**src/hw/rsam_pkg.sv**
```systemverilog
// Operation
// Overlap is allowed only in electronic rolling shutter mode, never global reset release.
// On free-run-only variants, overlap needs both trigger modes off.
// Without overlap, exposure plus readout ends before the next frame starts.
// With overlap, a new frame starts while the previous one still completes.
// Frame period runs from line-one exposure start to the next one.
// Overlapped when period is at most exposure plus readout, otherwise not.
// Readout duration in microseconds is readable for current settings.
// Trigger source waits 400 us after line-one exposure end before triggering.
// An early frame start trigger is dropped and raises an overtrigger event.
// Trigger source should use the frame trigger ready output.
// Global variant: exposure output spans each frame's exposure time.
// Exposure output may lag exposure start and end by a fixed delay.
// Rolling variant: exposure output spans first line start to last line end.
// Rolling exposure output behaves the same in both shutter modes.
// Flash window output is high exactly while the flash window is open.
// Global variant: flash window output equals exposure output.
// Software selects an output line, then assigns its source signal.
// Rolling mode flash opens line shift times (height-1) after trigger, closes at exposure end.
// Global reset release flash opens at trigger and lasts the exposure time.
// Trigger ready rises on entering wait state, falls when a trigger is accepted.
// Gap counter starts at line-one exposure end and gates trigger ready.
package rsam_pkg;
  localparam int          CLK_PERIOD_NS   = 5;
  localparam int          US_NS           = 1000;
  localparam int          US_CYCLES       = US_NS / CLK_PERIOD_NS;
  localparam int          GAP_MIN_US      = 400;
  localparam int          EXP_LAG_CYCLES  = 2;
  localparam int          TW              = 24;
  localparam int          NUM_LINES       = 3;
  localparam int          NUM_SLOTS       = 2;

  localparam logic [5:0]  OFS_CTRL        = 6'h00;
  localparam logic [5:0]  OFS_EXPOSURE    = 6'h04;
  localparam logic [5:0]  OFS_LINE_SHIFT  = 6'h08;
  localparam logic [5:0]  OFS_ROI_HEIGHT  = 6'h0c;
  localparam logic [5:0]  OFS_LINE_SEL    = 6'h10;
  localparam logic [5:0]  OFS_LINE_SRC    = 6'h14;
  localparam logic [5:0]  OFS_READOUT     = 6'h18;
  localparam logic [5:0]  OFS_STATUS      = 6'h1c;
  localparam logic [5:0]  OFS_PERIOD      = 6'h20;

  localparam int          CTRL_GRR        = 0;
  localparam int          CTRL_BURST_TRIG = 1;
  localparam int          CTRL_START_TRIG = 2;
  localparam int          CTRL_GLOBAL     = 3;
  localparam int          CTRL_FREE_ONLY  = 4;
  localparam int          CTRL_ACQ_EN     = 5;

  localparam int          ST_READY        = 0;
  localparam int          ST_OVERLAP      = 1;
  localparam int          ST_OVERTRIG     = 2;
  localparam int          ST_EXPOSURE     = 3;
  localparam int          ST_FLASH        = 4;

  localparam logic [5:0]  CTRL_RST        = 6'h00;
  localparam logic [23:0] EXPOSURE_RST    = 24'h0003e8;
  localparam logic [15:0] LINE_SHIFT_RST  = 16'h0023;
  localparam logic [11:0] ROI_HEIGHT_RST  = 12'h010;

  typedef struct packed {
    logic acq_en;
    logic free_only;
    logic global_sensor;
    logic start_trig_on;
    logic burst_trig_on;
    logic grr_mode;
  } rsam_cfg_s;
endpackage : rsam_pkg

```
**src/hw/rsam_top.sv**
```systemverilog
// Our own choices: the register offsets and register access over Avalon-MM.
`timescale 1ns/1ps
`default_nettype none
module rsam_top (
  input  wire logic                         clock,                // 200 MHz clock
  input  wire logic                         rst_n,                // Async reset, active low
  input  wire logic [5:0]                   avs_address,          // Byte address
  input  wire logic                         avs_read,             // Read request
  input  wire logic                         avs_write,            // Write request
  input  wire logic [31:0]                  avs_writedata,        // Write data
  input  wire logic [3:0]                   avs_byteenable,       // Byte lanes
  output logic [31:0]                       avs_readdata,         // Read data
  output logic                              avs_waitrequest,      // Stall
  input  wire logic                         ext_frame_trig_in,    // External frame start trigger pin
  output logic                              frame_trig_ready_out, // Waiting for frame start
  output logic                              overtrigger_out,      // Overtrigger event pulse
  output logic                              exposure_phase_out,   // Exposure active
  output logic                              flash_window_out,     // Flash window open
  output logic [rsam_pkg::NUM_LINES-1:0]    line_out              // Routed output lines
);
  localparam int TW = rsam_pkg::TW;
  localparam int NS = rsam_pkg::NUM_SLOTS;

  // Reset release
  logic [1:0] rst_sync_q;
  always_ff @(posedge clock or negedge rst_n) begin
    if (!rst_n) rst_sync_q <= 2'h0;
    else        rst_sync_q <= {rst_sync_q[0], 1'b1};
  end
  wire rst_ni = rst_sync_q[1];

  // Registers
  rsam_pkg::rsam_cfg_s               cfg_q;
  logic [TW-1:0]                     exposure_q;
  logic [15:0]                       line_shift_q;
  logic [11:0]                       roi_height_q;
  logic [1:0]                        line_sel_q;
  logic [rsam_pkg::NUM_LINES-1:0]    line_src_q;
  logic                              overtrig_q;
  logic [TW-1:0]                     period_q;
  logic                              waitreq_q;
  logic [31:0]                       rdata_q;

  // Derived timing, all in microseconds
  wire [27:0]    ro_full    = 28'(line_shift_q) * 28'(roi_height_q);
  wire [27:0]    sh_full    = 28'(line_shift_q) * 28'(roi_height_q - 12'h001);
  wire [TW-1:0]  readout_us = ro_full[TW-1:0];
  wire [TW-1:0]  shift_us   = (roi_height_q == 12'h000) ? '0 : sh_full[TW-1:0];
  wire [TW-1:0]  last_end   = TW'(exposure_q + shift_us);
  wire [TW-1:0]  frame_end  = TW'(exposure_q + readout_us);

  // Microsecond tick
  logic [7:0] pre_q;
  wire        tick = (pre_q == 8'(rsam_pkg::US_CYCLES - 1));
  always_ff @(posedge clock or negedge rst_ni) begin
    if (!rst_ni) pre_q <= 8'h00;
    else         pre_q <= tick ? 8'h00 : pre_q + 8'h01;
  end

  // Trigger pin synchroniser
  logic [2:0] trig_sync_q;
  logic       trig_lvl_q;
  always_ff @(posedge clock or negedge rst_ni) begin
    if (!rst_ni) begin
      trig_sync_q <= 3'h0;
      trig_lvl_q  <= 1'b0;
    end else begin
      trig_sync_q <= {trig_sync_q[1:0], ext_frame_trig_in};
      if (trig_sync_q[1] == trig_sync_q[2]) trig_lvl_q <= trig_sync_q[2];
    end
  end
  wire trig_rise = trig_sync_q[1] & trig_sync_q[2] & ~trig_lvl_q;

  // Overlap permission
  wire free_run   = ~cfg_q.burst_trig_on & ~cfg_q.start_trig_on;
  wire overlap_ok = ~cfg_q.grr_mode
                  & (~cfg_q.free_only | free_run);

  // Frame slots
  logic [NS-1:0] busy_q;
  logic [TW-1:0] t_q [NS];
  logic [NS-1:0] exp_on;
  logic [NS-1:0] fl_on;
  logic [NS-1:0] l1_end;
  logic [NS-1:0] done;
  logic [NS-1:0] start_slot;
  logic          ready_q;

  wire any_busy  = |busy_q;
  wire all_busy  = &busy_q;
  wire ext_req   = cfg_q.start_trig_on & trig_rise;
  wire int_req   = ~cfg_q.start_trig_on & cfg_q.acq_en;
  wire start_now = ready_q & (ext_req | int_req);
  wire ovt_evt   = ext_req & ~ready_q;

  assign start_slot = busy_q[0] ? 2'b10 : 2'b01;

  generate
    for (genvar i = 0; i < NS; i++) begin : g_slot
      wire [TW-1:0] t = t_q[i];
      wire rs_exp  = (t < last_end);
      wire gs_exp  = (t < exposure_q);
      wire ers_fl  = (t >= shift_us) && (t < exposure_q);
      wire grr_fl  = (t < exposure_q);
      assign exp_on[i] = busy_q[i] & (cfg_q.global_sensor ? gs_exp : rs_exp);
      assign fl_on[i]  = busy_q[i] & (cfg_q.global_sensor ? gs_exp
                                     : (cfg_q.grr_mode ? grr_fl : ers_fl));
      assign l1_end[i] = busy_q[i] & tick & (t == exposure_q);
      assign done[i]   = busy_q[i] & (t >= frame_end);

      always_ff @(posedge clock or negedge rst_ni) begin
        if (!rst_ni) begin
          busy_q[i] <= 1'b0;
          t_q[i]    <= '0;
        end else if (start_now && start_slot[i]) begin
          busy_q[i] <= 1'b1;
          t_q[i]    <= '0;
        end else if (done[i]) begin
          busy_q[i] <= 1'b0;
        end else if (busy_q[i] && tick) begin
          t_q[i]    <= t_q[i] + 24'h000001;
        end
      end
    end
  endgenerate

  // Gap after line-one exposure end
  logic [TW-1:0] gap_q;
  logic          gap_arm_q;
  wire           gap_ok = (gap_q >= TW'(rsam_pkg::GAP_MIN_US));
  always_ff @(posedge clock or negedge rst_ni) begin
    if (!rst_ni) begin
      gap_q     <= '0;
      gap_arm_q <= 1'b0;
    end else if (start_now) begin
      gap_q     <= '0;
      gap_arm_q <= 1'b0;
    end else if (|l1_end) begin
      gap_q     <= '0;
      gap_arm_q <= 1'b1;
    end else if (gap_arm_q && tick && !gap_ok) begin
      gap_q     <= gap_q + 24'h000001;
    end
  end

  // Trigger ready
  wire ready_d = cfg_q.acq_en & ~start_now
               & (~any_busy
               | (overlap_ok & gap_arm_q & gap_ok & ~all_busy));
  always_ff @(posedge clock or negedge rst_ni) begin
    if (!rst_ni) ready_q <= 1'b0;
    else         ready_q <= ready_d;
  end

  // Frame period
  logic [TW-1:0] per_cnt_q;
  logic          per_valid_q;
  wire           per_sat = &per_cnt_q;
  always_ff @(posedge clock or negedge rst_ni) begin
    if (!rst_ni) begin
      per_cnt_q   <= '0;
      period_q    <= '0;
      per_valid_q <= 1'b0;
    end else if (start_now) begin
      per_cnt_q   <= '0;
      per_valid_q <= 1'b1;
      if (per_valid_q) period_q <= per_cnt_q;
    end else if (tick && !per_sat) begin
      per_cnt_q   <= per_cnt_q + 24'h000001;
    end
  end
  wire overlapped = per_valid_q & (period_q <= frame_end);

  // Exposure and flash outputs with fixed lag
  localparam int LG = rsam_pkg::EXP_LAG_CYCLES;
  logic [LG-1:0] exp_dly_q;
  logic [LG-1:0] fl_dly_q;
  always_ff @(posedge clock or negedge rst_ni) begin
    if (!rst_ni) begin
      exp_dly_q <= '0;
      fl_dly_q  <= '0;
    end else begin
      exp_dly_q <= {exp_dly_q[LG-2:0], |exp_on};
      fl_dly_q  <= {fl_dly_q[LG-2:0], |fl_on};
    end
  end
  wire exp_now = exp_dly_q[LG-1];
  wire fl_now  = fl_dly_q[LG-1];

  logic [rsam_pkg::NUM_LINES-1:0] line_d;
  generate
    for (genvar j = 0; j < rsam_pkg::NUM_LINES; j++) begin : g_line
      assign line_d[j] = line_src_q[j] ? fl_now : exp_now;
    end
  endgenerate

  always_ff @(posedge clock or negedge rst_ni) begin
    if (!rst_ni) begin
      exposure_phase_out <= 1'b0;
      flash_window_out   <= 1'b0;
      line_out           <= '0;
      overtrigger_out    <= 1'b0;
    end else begin
      exposure_phase_out <= exp_now;
      flash_window_out   <= fl_now;
      line_out           <= line_d;
      overtrigger_out    <= ovt_evt;
    end
  end
  assign frame_trig_ready_out = ready_q;

  // Avalon-MM slave, one wait state
  wire        req    = avs_read | avs_write;
  wire        acc    = req & ~waitreq_q;
  wire        wr_acc = acc & avs_write;
  wire [31:0] wd     = avs_writedata & {{8{avs_byteenable[3]}}, {8{avs_byteenable[2]}},
                                        {8{avs_byteenable[1]}}, {8{avs_byteenable[0]}}};
  wire        w_ctrl = wr_acc & (avs_address == rsam_pkg::OFS_CTRL);
  wire        w_exp  = wr_acc & (avs_address == rsam_pkg::OFS_EXPOSURE);
  wire        w_ls   = wr_acc & (avs_address == rsam_pkg::OFS_LINE_SHIFT);
  wire        w_roi  = wr_acc & (avs_address == rsam_pkg::OFS_ROI_HEIGHT);
  wire        w_sel  = wr_acc & (avs_address == rsam_pkg::OFS_LINE_SEL);
  wire        w_src  = wr_acc & (avs_address == rsam_pkg::OFS_LINE_SRC);
  wire        w_stat = wr_acc & (avs_address == rsam_pkg::OFS_STATUS);
  wire        sel_ok = (line_sel_q < 2'(rsam_pkg::NUM_LINES));

  wire [31:0] status_w = 32'({fl_now, exp_now, overtrig_q, overlapped, ready_q});
  wire [31:0] rd_mux =
      (avs_address == rsam_pkg::OFS_CTRL)       ? 32'(cfg_q)        :
      (avs_address == rsam_pkg::OFS_EXPOSURE)   ? 32'(exposure_q)   :
      (avs_address == rsam_pkg::OFS_LINE_SHIFT) ? 32'(line_shift_q) :
      (avs_address == rsam_pkg::OFS_ROI_HEIGHT) ? 32'(roi_height_q) :
      (avs_address == rsam_pkg::OFS_LINE_SEL)   ? 32'(line_sel_q)   :
      (avs_address == rsam_pkg::OFS_LINE_SRC)   ? 32'(sel_ok & line_src_q[line_sel_q]) :
      (avs_address == rsam_pkg::OFS_READOUT)    ? 32'(readout_us)   :
      (avs_address == rsam_pkg::OFS_STATUS)     ? status_w          :
      (avs_address == rsam_pkg::OFS_PERIOD)     ? 32'(period_q)     : 32'h00000000;

  always_ff @(posedge clock or negedge rst_ni) begin
    if (!rst_ni) begin
      waitreq_q <= 1'b1;
      rdata_q   <= 32'h00000000;
    end else begin
      waitreq_q <= ~(req & waitreq_q);
      if (req && waitreq_q) rdata_q <= rd_mux;
    end
  end
  assign avs_waitrequest = waitreq_q;
  assign avs_readdata    = rdata_q;

  always_ff @(posedge clock or negedge rst_ni) begin
    if (!rst_ni) begin
      cfg_q        <= rsam_pkg::CTRL_RST;
      exposure_q   <= rsam_pkg::EXPOSURE_RST;
      line_shift_q <= rsam_pkg::LINE_SHIFT_RST;
      roi_height_q <= rsam_pkg::ROI_HEIGHT_RST;
      line_sel_q   <= 2'h0;
      line_src_q   <= '0;
      overtrig_q   <= 1'b0;
    end else begin
      if (w_ctrl) cfg_q        <= rsam_pkg::rsam_cfg_s'(wd[5:0]);
      if (w_exp)  exposure_q   <= wd[TW-1:0];
      if (w_ls)   line_shift_q <= wd[15:0];
      if (w_roi)  roi_height_q <= wd[11:0];
      if (w_sel)  line_sel_q   <= wd[1:0];
      if (w_src && sel_ok) line_src_q[line_sel_q] <= wd[0];
      // Set wins over write-one clear
      if (ovt_evt)                          overtrig_q <= 1'b1;
      else if (w_stat && wd[rsam_pkg::ST_OVERTRIG]) overtrig_q <= 1'b0;
    end
  end
endmodule : rsam_top
`default_nettype wire
```
**config.mk**
```make
export PLATFORM = sky130hd
export DESIGN_NAME = rsam_top
export DESIGN_NICKNAME = d
export VERILOG_FILES = /design/src/hw/rsam_pkg.sv /design/src/hw/rsam_top.sv
export SDC_FILE = /design/constraint.sdc
export NUM_CORES = 2
export LEC_CHECK = 0
export ABC_AREA = 1
export ABC_CLOCK_PERIOD_IN_PS = 6540
export BUFFER_PORTS_ARGS = -buffer_cell sky130_fd_sc_hd__buf_4
export CAP_MARGIN = 40
export CORE_ASPECT_RATIO = 0.7
export CORE_MARGIN = 5
export CORE_UTILIZATION = 50
export DETAILED_ROUTE_END_ITERATION = 7
export PLACE_DENSITY = 0.8
export SLEW_MARGIN = 0
export SYNTH_ARGS = -nofsm -noshare
export SYNTH_HDL_FRONTEND = slang
export SYNTH_SLANG_ARGS = --single-unit
```
**constraint.sdc**
```tcl
create_clock -name clock -period 6.54 [get_ports clock]
set_input_delay 1.308 -clock clock [delete_from_list [all_inputs] [get_ports clock]]
set_output_delay 1.308 -clock clock [all_outputs]
set_load 0.005 [all_outputs]
```
### Word-level counts from Yosys, hierarchy flattened

Index checks and enable logic that the tools add are counted.

* register bits after elaboration: 246
* bits in latches: 0
* memory bits (writable): 0
* memory bits (read-only): 0
* bits of input ports: 47
* output and inout port bits: 40
* logic and storage cells: 201
* memories kept: 0

* $add $sub $neg: 8
* $mul: 2
* div/mod/pow operators: 0
* order comparisons: 13
* eq/ne operators: 14
* shift operators: 0
* mux-type cells: 45
* bitwise operators: 51
* reductions and logical operators: 34

Operator list (count)
* $mux 24: 21
* $add 24x1->24 const B: 4
* $ge 24x24->1: 4
* $lt 24x24->1: 4
* $add 24x24->24: 2
* $eq 24x24->1: 2
* $and 1x1->1: 35
* $and 24x24->24: 1
* $eq 6x5->1 const B: 4
* $ge 24x9->1 const B: 1
* $le 24x24->1: 1
* $mul 16x12->24: 1
* $mul 17x13->24: 1
* $reduce_and 24->1: 1
* $mux 1: 19
* $reduce_bool 2->1: 7
* $logic_and 1x1->1: 13
* $sub 12x1->13 const B: 1
* $eq 6x4->1 const B: 2
* $logic_not 12->1: 1
* $not 1->1: 11
* $add 8x1->8 const B: 1
* $eq 8x8->1 const B: 1
* $mux 8: 1
* other kinds (17): 28

### Longest topological paths before layout

* depth after elaboration: 12
* mapped depth: 62
* depth with buffers taken out: 60

### Worst setup path after synthesis

OpenSTA, ideal clock, no wires.

* path type: register to register
* from: register roi_height_q[1]
* to: register exp_dly_q[0]
* setup time: 0.116 ns
* arrival time: 8.470 ns
* data required time: 6.424 ns
* slack: -2.047 ns
* cell stages (with the launch flop): 50
* path buffers: 3
* period minus slack after synthesis: 8.587 ns
* path through: dfrtp_1 clkbuf_1 buf_1 inv_1 ha_1 nand2_2 nor2_2 nand2_1 nand2_1 inv_1 clkbuf_1 nand2_1 fa_1 fa_1 inv_1 fa_1 fa_1 fa_1 [14 not listed] nor2_1 nor3_1 ha_1 nand2_1 nor3_1 nand3_1 nand3_1 xor2_1 or2_2 nand2_1 nor2_1 nand2_1 nand2_1 nor2_2 nor2_1 nand2_1 nand2_1 nand2_1

* cells in the longest elaborated chain, start to end: 8
* elaborated cells between the ends (all ways): 12
* those cells by class: add/sub (2); mul (1); order compare (2); mux (3); bitwise (2); reduce/logical (2)

Ends and longest elaborated chain
* start: declaration: line rsam_top.sv:36 `logic [11:0] roi_height_q;`
* start signal: assignment: line rsam_top.sv:256 `roi_height_q <= rsam_pkg::ROI_HEIGHT_RST;`
* start signal: assignment: line rsam_top.sv:264 `if (w_roi) roi_height_q <= wd[11:0];`
* $sub 12x1->13: line rsam_top.sv:46 `wire [27:0] sh_full = 28'(line_shift_q) * 28'(roi_height_q - 12'h001);`
* $mul 17x13->24: line rsam_top.sv:46
* $mux 24 *: line rsam_top.sv:48 `wire [TW-1:0] shift_us = (roi_height_q == 12'h000) ? '0 : sh_full[TW-1:0];`
* $add 24x24->24 *: line rsam_top.sv:49 `wire [TW-1:0] last_end = TW'(exposure_q + shift_us);`
* $lt 24x24->1: line rsam_top.sv:101 `wire rs_exp = (t < last_end);`
* $mux 1: line rsam_top.sv:105 `assign exp_on[i] = busy_q[i] & (cfg_q.global_sensor ? gs_exp : rs_exp);`
* $and 1x1->1: line rsam_top.sv:105
* $reduce_or 2->1 *: line rsam_top.sv:183 `exp_dly_q <= {exp_dly_q[LG-2:0], |exp_on};`
* end signal: assignment: line rsam_top.sv:183
* end: declaration: line rsam_top.sv:176 `logic [LG-1:0] exp_dly_q;`

Mark *: on every way between the ends. The rest lies on a longest branch, timed or not.
A chain may end at the register's enable or synchronous reset.

### Final worst setup path

* from: register roi_height_q[0]
* to: register exp_dly_q[0]

The elaborated chain is that of the path after synthesis.

==> run metrics <==
status=finished with violations; failing checks=setup timing; worst-path maximum fanout=7; CTS Buffer Depth=3; Critical Path Start Type=flip-flop; dominant cell type by area after synthesis=fa_1; die extent in y=218 um; part of the power in registers=16.8%; Pwr Density=257 mW/mm^2; hold crit path type=reg2async; Simple-Gate Fraction of Synth Area=22.3%; leak pwr=20.0 nW; reg2reg start=roi_height_q[0]; Buf/Inv on CP=8; Netlist cell types=64; Int Power=5.23 mW; max_cap viols=0; CP endpoint kind=flip-flop; Compound-Gate Fraction of Synth Area=10.4%; PortBufs=69; hold bufs inserted after CTS=0; Routed WL per cell=20.2 um; VDD IR max=0.317 mV; I/O pin cnt=87; Post-DP HPWL=88000 um; Die X=306 um; largest family of logic cells by synthesized area=adder cells; FFs w/ async S/R, synth=100%; die area=0.0667 mm^2; grt total ovfl=0; slowest CP cell=fa_1; Post-DRT Antenna Nets=0; CP most frequent cell=nand2_1; power share of the clock group=14.7%; NetSw=4.52 mW; fmax=123 MHz; setup ws final=-1.59 ns; GR Util All Layers=32.4%; root buffer cell=clkbuf_16; final hold viol count=0; Syn Area/Cell=7.48 um^2; Initial Util=50.2%; # DRC=0; switching share of power=46.3%; H-tree depth=1; Worst EP arrival=8.64 ns; largest stage delay on the critical path=0.58 ns; period utilization=124%; Crit path max-delay family=adder cells; post-synth top area share=18.5%; worst-skew pair later-pin latency=0.56 ns; critical path class=reg2reg; synth top area cells=fa_1 (18%), dfrtp_1 (18%), ha_1 (15%); xor/xnor share of the synthesized area=3.07%; cell count after placement=5334; sequential share of the synthesized area=19.4%; CTS Sinks=238; Initial DRC Count=3605; Synth-to-Final Area Change=23.2%; Worst Max-Slew Pin Slew=0.929 ns; antenna violations before repair=4; yosys warns=0; post-synthesis cell count=4111; Core Region=0.0612 mm^2; commonest register cell after synthesis=dfrtp_1; RSZ-0062 raised after global routing=true; synthesized area=0.0308 mm^2; number of synthesized flops with an enable pin=0; Max-slew headroom=37.8%; Final Max Slew Viols=0; number of global-route vias before repair=30034; min cycle time layout=8.13 ns; FILL cells=5146; largest net degree at the start of global routing=61; clock slew at reported path FFs=0.07 ns; Vias=30671; vias per cell=5.64; post-synthesis mux area share=0.110%; Seq cells post-synth=238; Rows=76; TritonCTS clock tree=done; total CTS buffers=24; DRT Wirelength=110000 um; Reg2Reg Setup Slack=-1.59 ns; R2R cell count=46; combinational power share=68.5%; setup total negative slack=-77.91 ns; Setup-failing EPs final=53; first-pass GRT wire length=170000 um; FF-to-FF End=exp_dly_q[0]; Clock Skew=0.0308 ns; layout cells sized above 1=19.4%; gp weighted congestion=1.03; layout net count=5308; final cell count without fillers=5442; Worst EP required=7.05 ns; adder-cell share of the synthesized area=33.7%; DRT Pass-1 Iters=7
[power groups by stage]
| stage | Sequential, mW | Clock [mW] | Combinational, mW |
|---|---|---|---|
| after floorplan | 1.62 | 0 | 3.69 |
| after detailed placement | 1.65 | 0 | 5.95 |
| after CTS | 1.63 | 1.44 | 6.31 |
| after global routing | 1.64 | 1.51 | 7.44 |
| final | 1.63 | 1.44 | 6.68 |
| after global placement | 1.66 | 0 | 5.82 |
[Yosys cell counts, types with 8 or more instances]
cell / count
a211oi_1: 15
a21oi_1: 213
a221oi_1: 9
a31oi_1: 12
buf_1: 11
buf_4: 8
clkbuf_1: 96
clkinv_1: 9
dfrtp_1: 227
dfstp_2: 11
fa_1: 284
ha_1: 373
inv_1: 749
nand2_1: 1015
nand2_2: 11
nand3_1: 123
nand3b_1: 14
nand4_1: 61
nor2_1: 297
nor2_2: 8
nor3_1: 75
nor4_1: 14
o211ai_1: 11
o21a_1: 11
o21ai_0: 219
o21ai_1: 9
o21bai_1: 8
o221ai_1: 10
o31ai_1: 14
or2_2: 8
xnor2_1: 36
xor2_1: 70
[sequential cells by signal (all words and copies together) (netlist names), 2 cells and up]
| signal | cells |
|---|---|
| avs_readdata | 24 |
| busy_q | 2 |
| cfg_q | 6 |
| exp_dly_q | 2 |
| exposure_q | 24 |
| fl_dly_q | 2 |
| g_slot.t | 48 |
| gap_q | 24 |
| line_out | 3 |
| line_sel_q | 2 |
| line_shift_q | 16 |
| line_src_q | 3 |
| per_cnt_q | 24 |
| period_q | 24 |
| pre_q | 8 |
| roi_height_q | 12 |
| rst_sync_q | 2 |
| trig_sync_q | 3 |
[placed cells by master (no fill, tap or decap), types with 10 or more instances in the layout]
master and n:
fa_1 279, ha_4 29, nor3_1 62, a21oi_1 185, o21ai_1 29, inv_2 19
xnor2_1 32, nand3b_1 14, nand3_2 16, buf_4 554, o211ai_1 11, nand4_1 61
buf_12 10, a21oi_2 26, nor2_4 10, nand3_1 110, ha_1 344, o21ai_0 190
dfrtp_1 218, clkbuf_16 25, dfstp_2 11, nand2_2 35, inv_1 732, nor2_1 273
a211oi_1 12, o21a_1 11, nor4_1 13, nor3_2 10, nor2_2 25, xor2_1 62
nand2_1 987, a31oi_1 11
[worst register-to-register path, delay by kind of cell, from the launching register on]
family                     cells  cell delay (ns)
buffers and inverters          8             0.59
xor gates and xnor gates       1             0.21
and+or+nand+nor               21             1.83
AOI/OAI and AO/OA              7             1.28
DFF                            1             0.40
adders and majority gates      9             3.74
[through the flow]
stage	instance area (um^2)	utilization (%)	setup slack (ns)	hold WS, ns	power (mW)
CTS	37300	61.0	-1.45	0.188	9.37
global route	37900	61.9	-1.99	0.198	10.6
global placement	35600	58.1	-1.73	0.334	7.48
floorplan	31300	-	-1.26	0.331	5.31
finish	37900	61.9	-1.59	0.175	9.75
detailed placement	35700	58.2	-1.73	0.182	7.60
[repair_timing]
item | CTS | global route
endpoints found under the hold margin | 0 | 0
cloned | 2 | 3
buffers inserted | 36 | 22
pin swaps | 77 | 48
endpoints found under the setup margin | 53 | 53
gates resized for setup | 123 | 82
[worst max-delay path by stage]
stage / endpoint / cells after the start / startpoint
floorplan: exp_dly_q[0] / 49 / roi_height_q[1]
global placement: avs_readdata[1] / 41 / roi_height_q[4]
detailed placement: exp_dly_q[0] / 44 / roi_height_q[4]
CTS: exp_dly_q[0] / 46 / roi_height_q[4]
global route: exp_dly_q[0] / 52 / roi_height_q[0]
finish: exp_dly_q[0] / 46 / roi_height_q[0]
[kinds of logic (layout without fill, tap and decap cells)]
kind of cell               Yosys count  count (layout)
muxes                                3               3
buffers and inverters              888            1390
xor gates and xnor gates           107             107
AOI/OAI and AO/OA                  567             567
and+or+nand+nor                   1648            1650
adders and majority gates          658             658
other                                2              10
DFF                                238             238
[layout make-up]
type	instances	area, um^2	area share [%]
Clock buffer	34	688	1.82
Multi-Input combinational cell	2994	22600	59.7
Timing Repair Buffer	578	4560	12.0
Sequential cell	238	5980	15.8
Antenna cell	1	2.50	0.00660
Clock inverter	10	114	0.300
Tap cell	819	1020	2.70
Timing Repair inverter	1	7.51	0.0198
Inverter	767	2910	7.68
[routing by layer]
layer / share of wire (%) / track usage, % / up-vias / wire length (um)
met5: 0.025 / 0 / - / 27
met4: 3.7 / 9.27 / 6 / 4090
met3: 15 / 12.0 / 308 / 16800
met2: 40 / 46.3 / 1905 / 44100
met1: 41 / 46.4 / 14453 / 44900
li1: - / - / 13999 / -
Power figures use the tool's default switching activity.
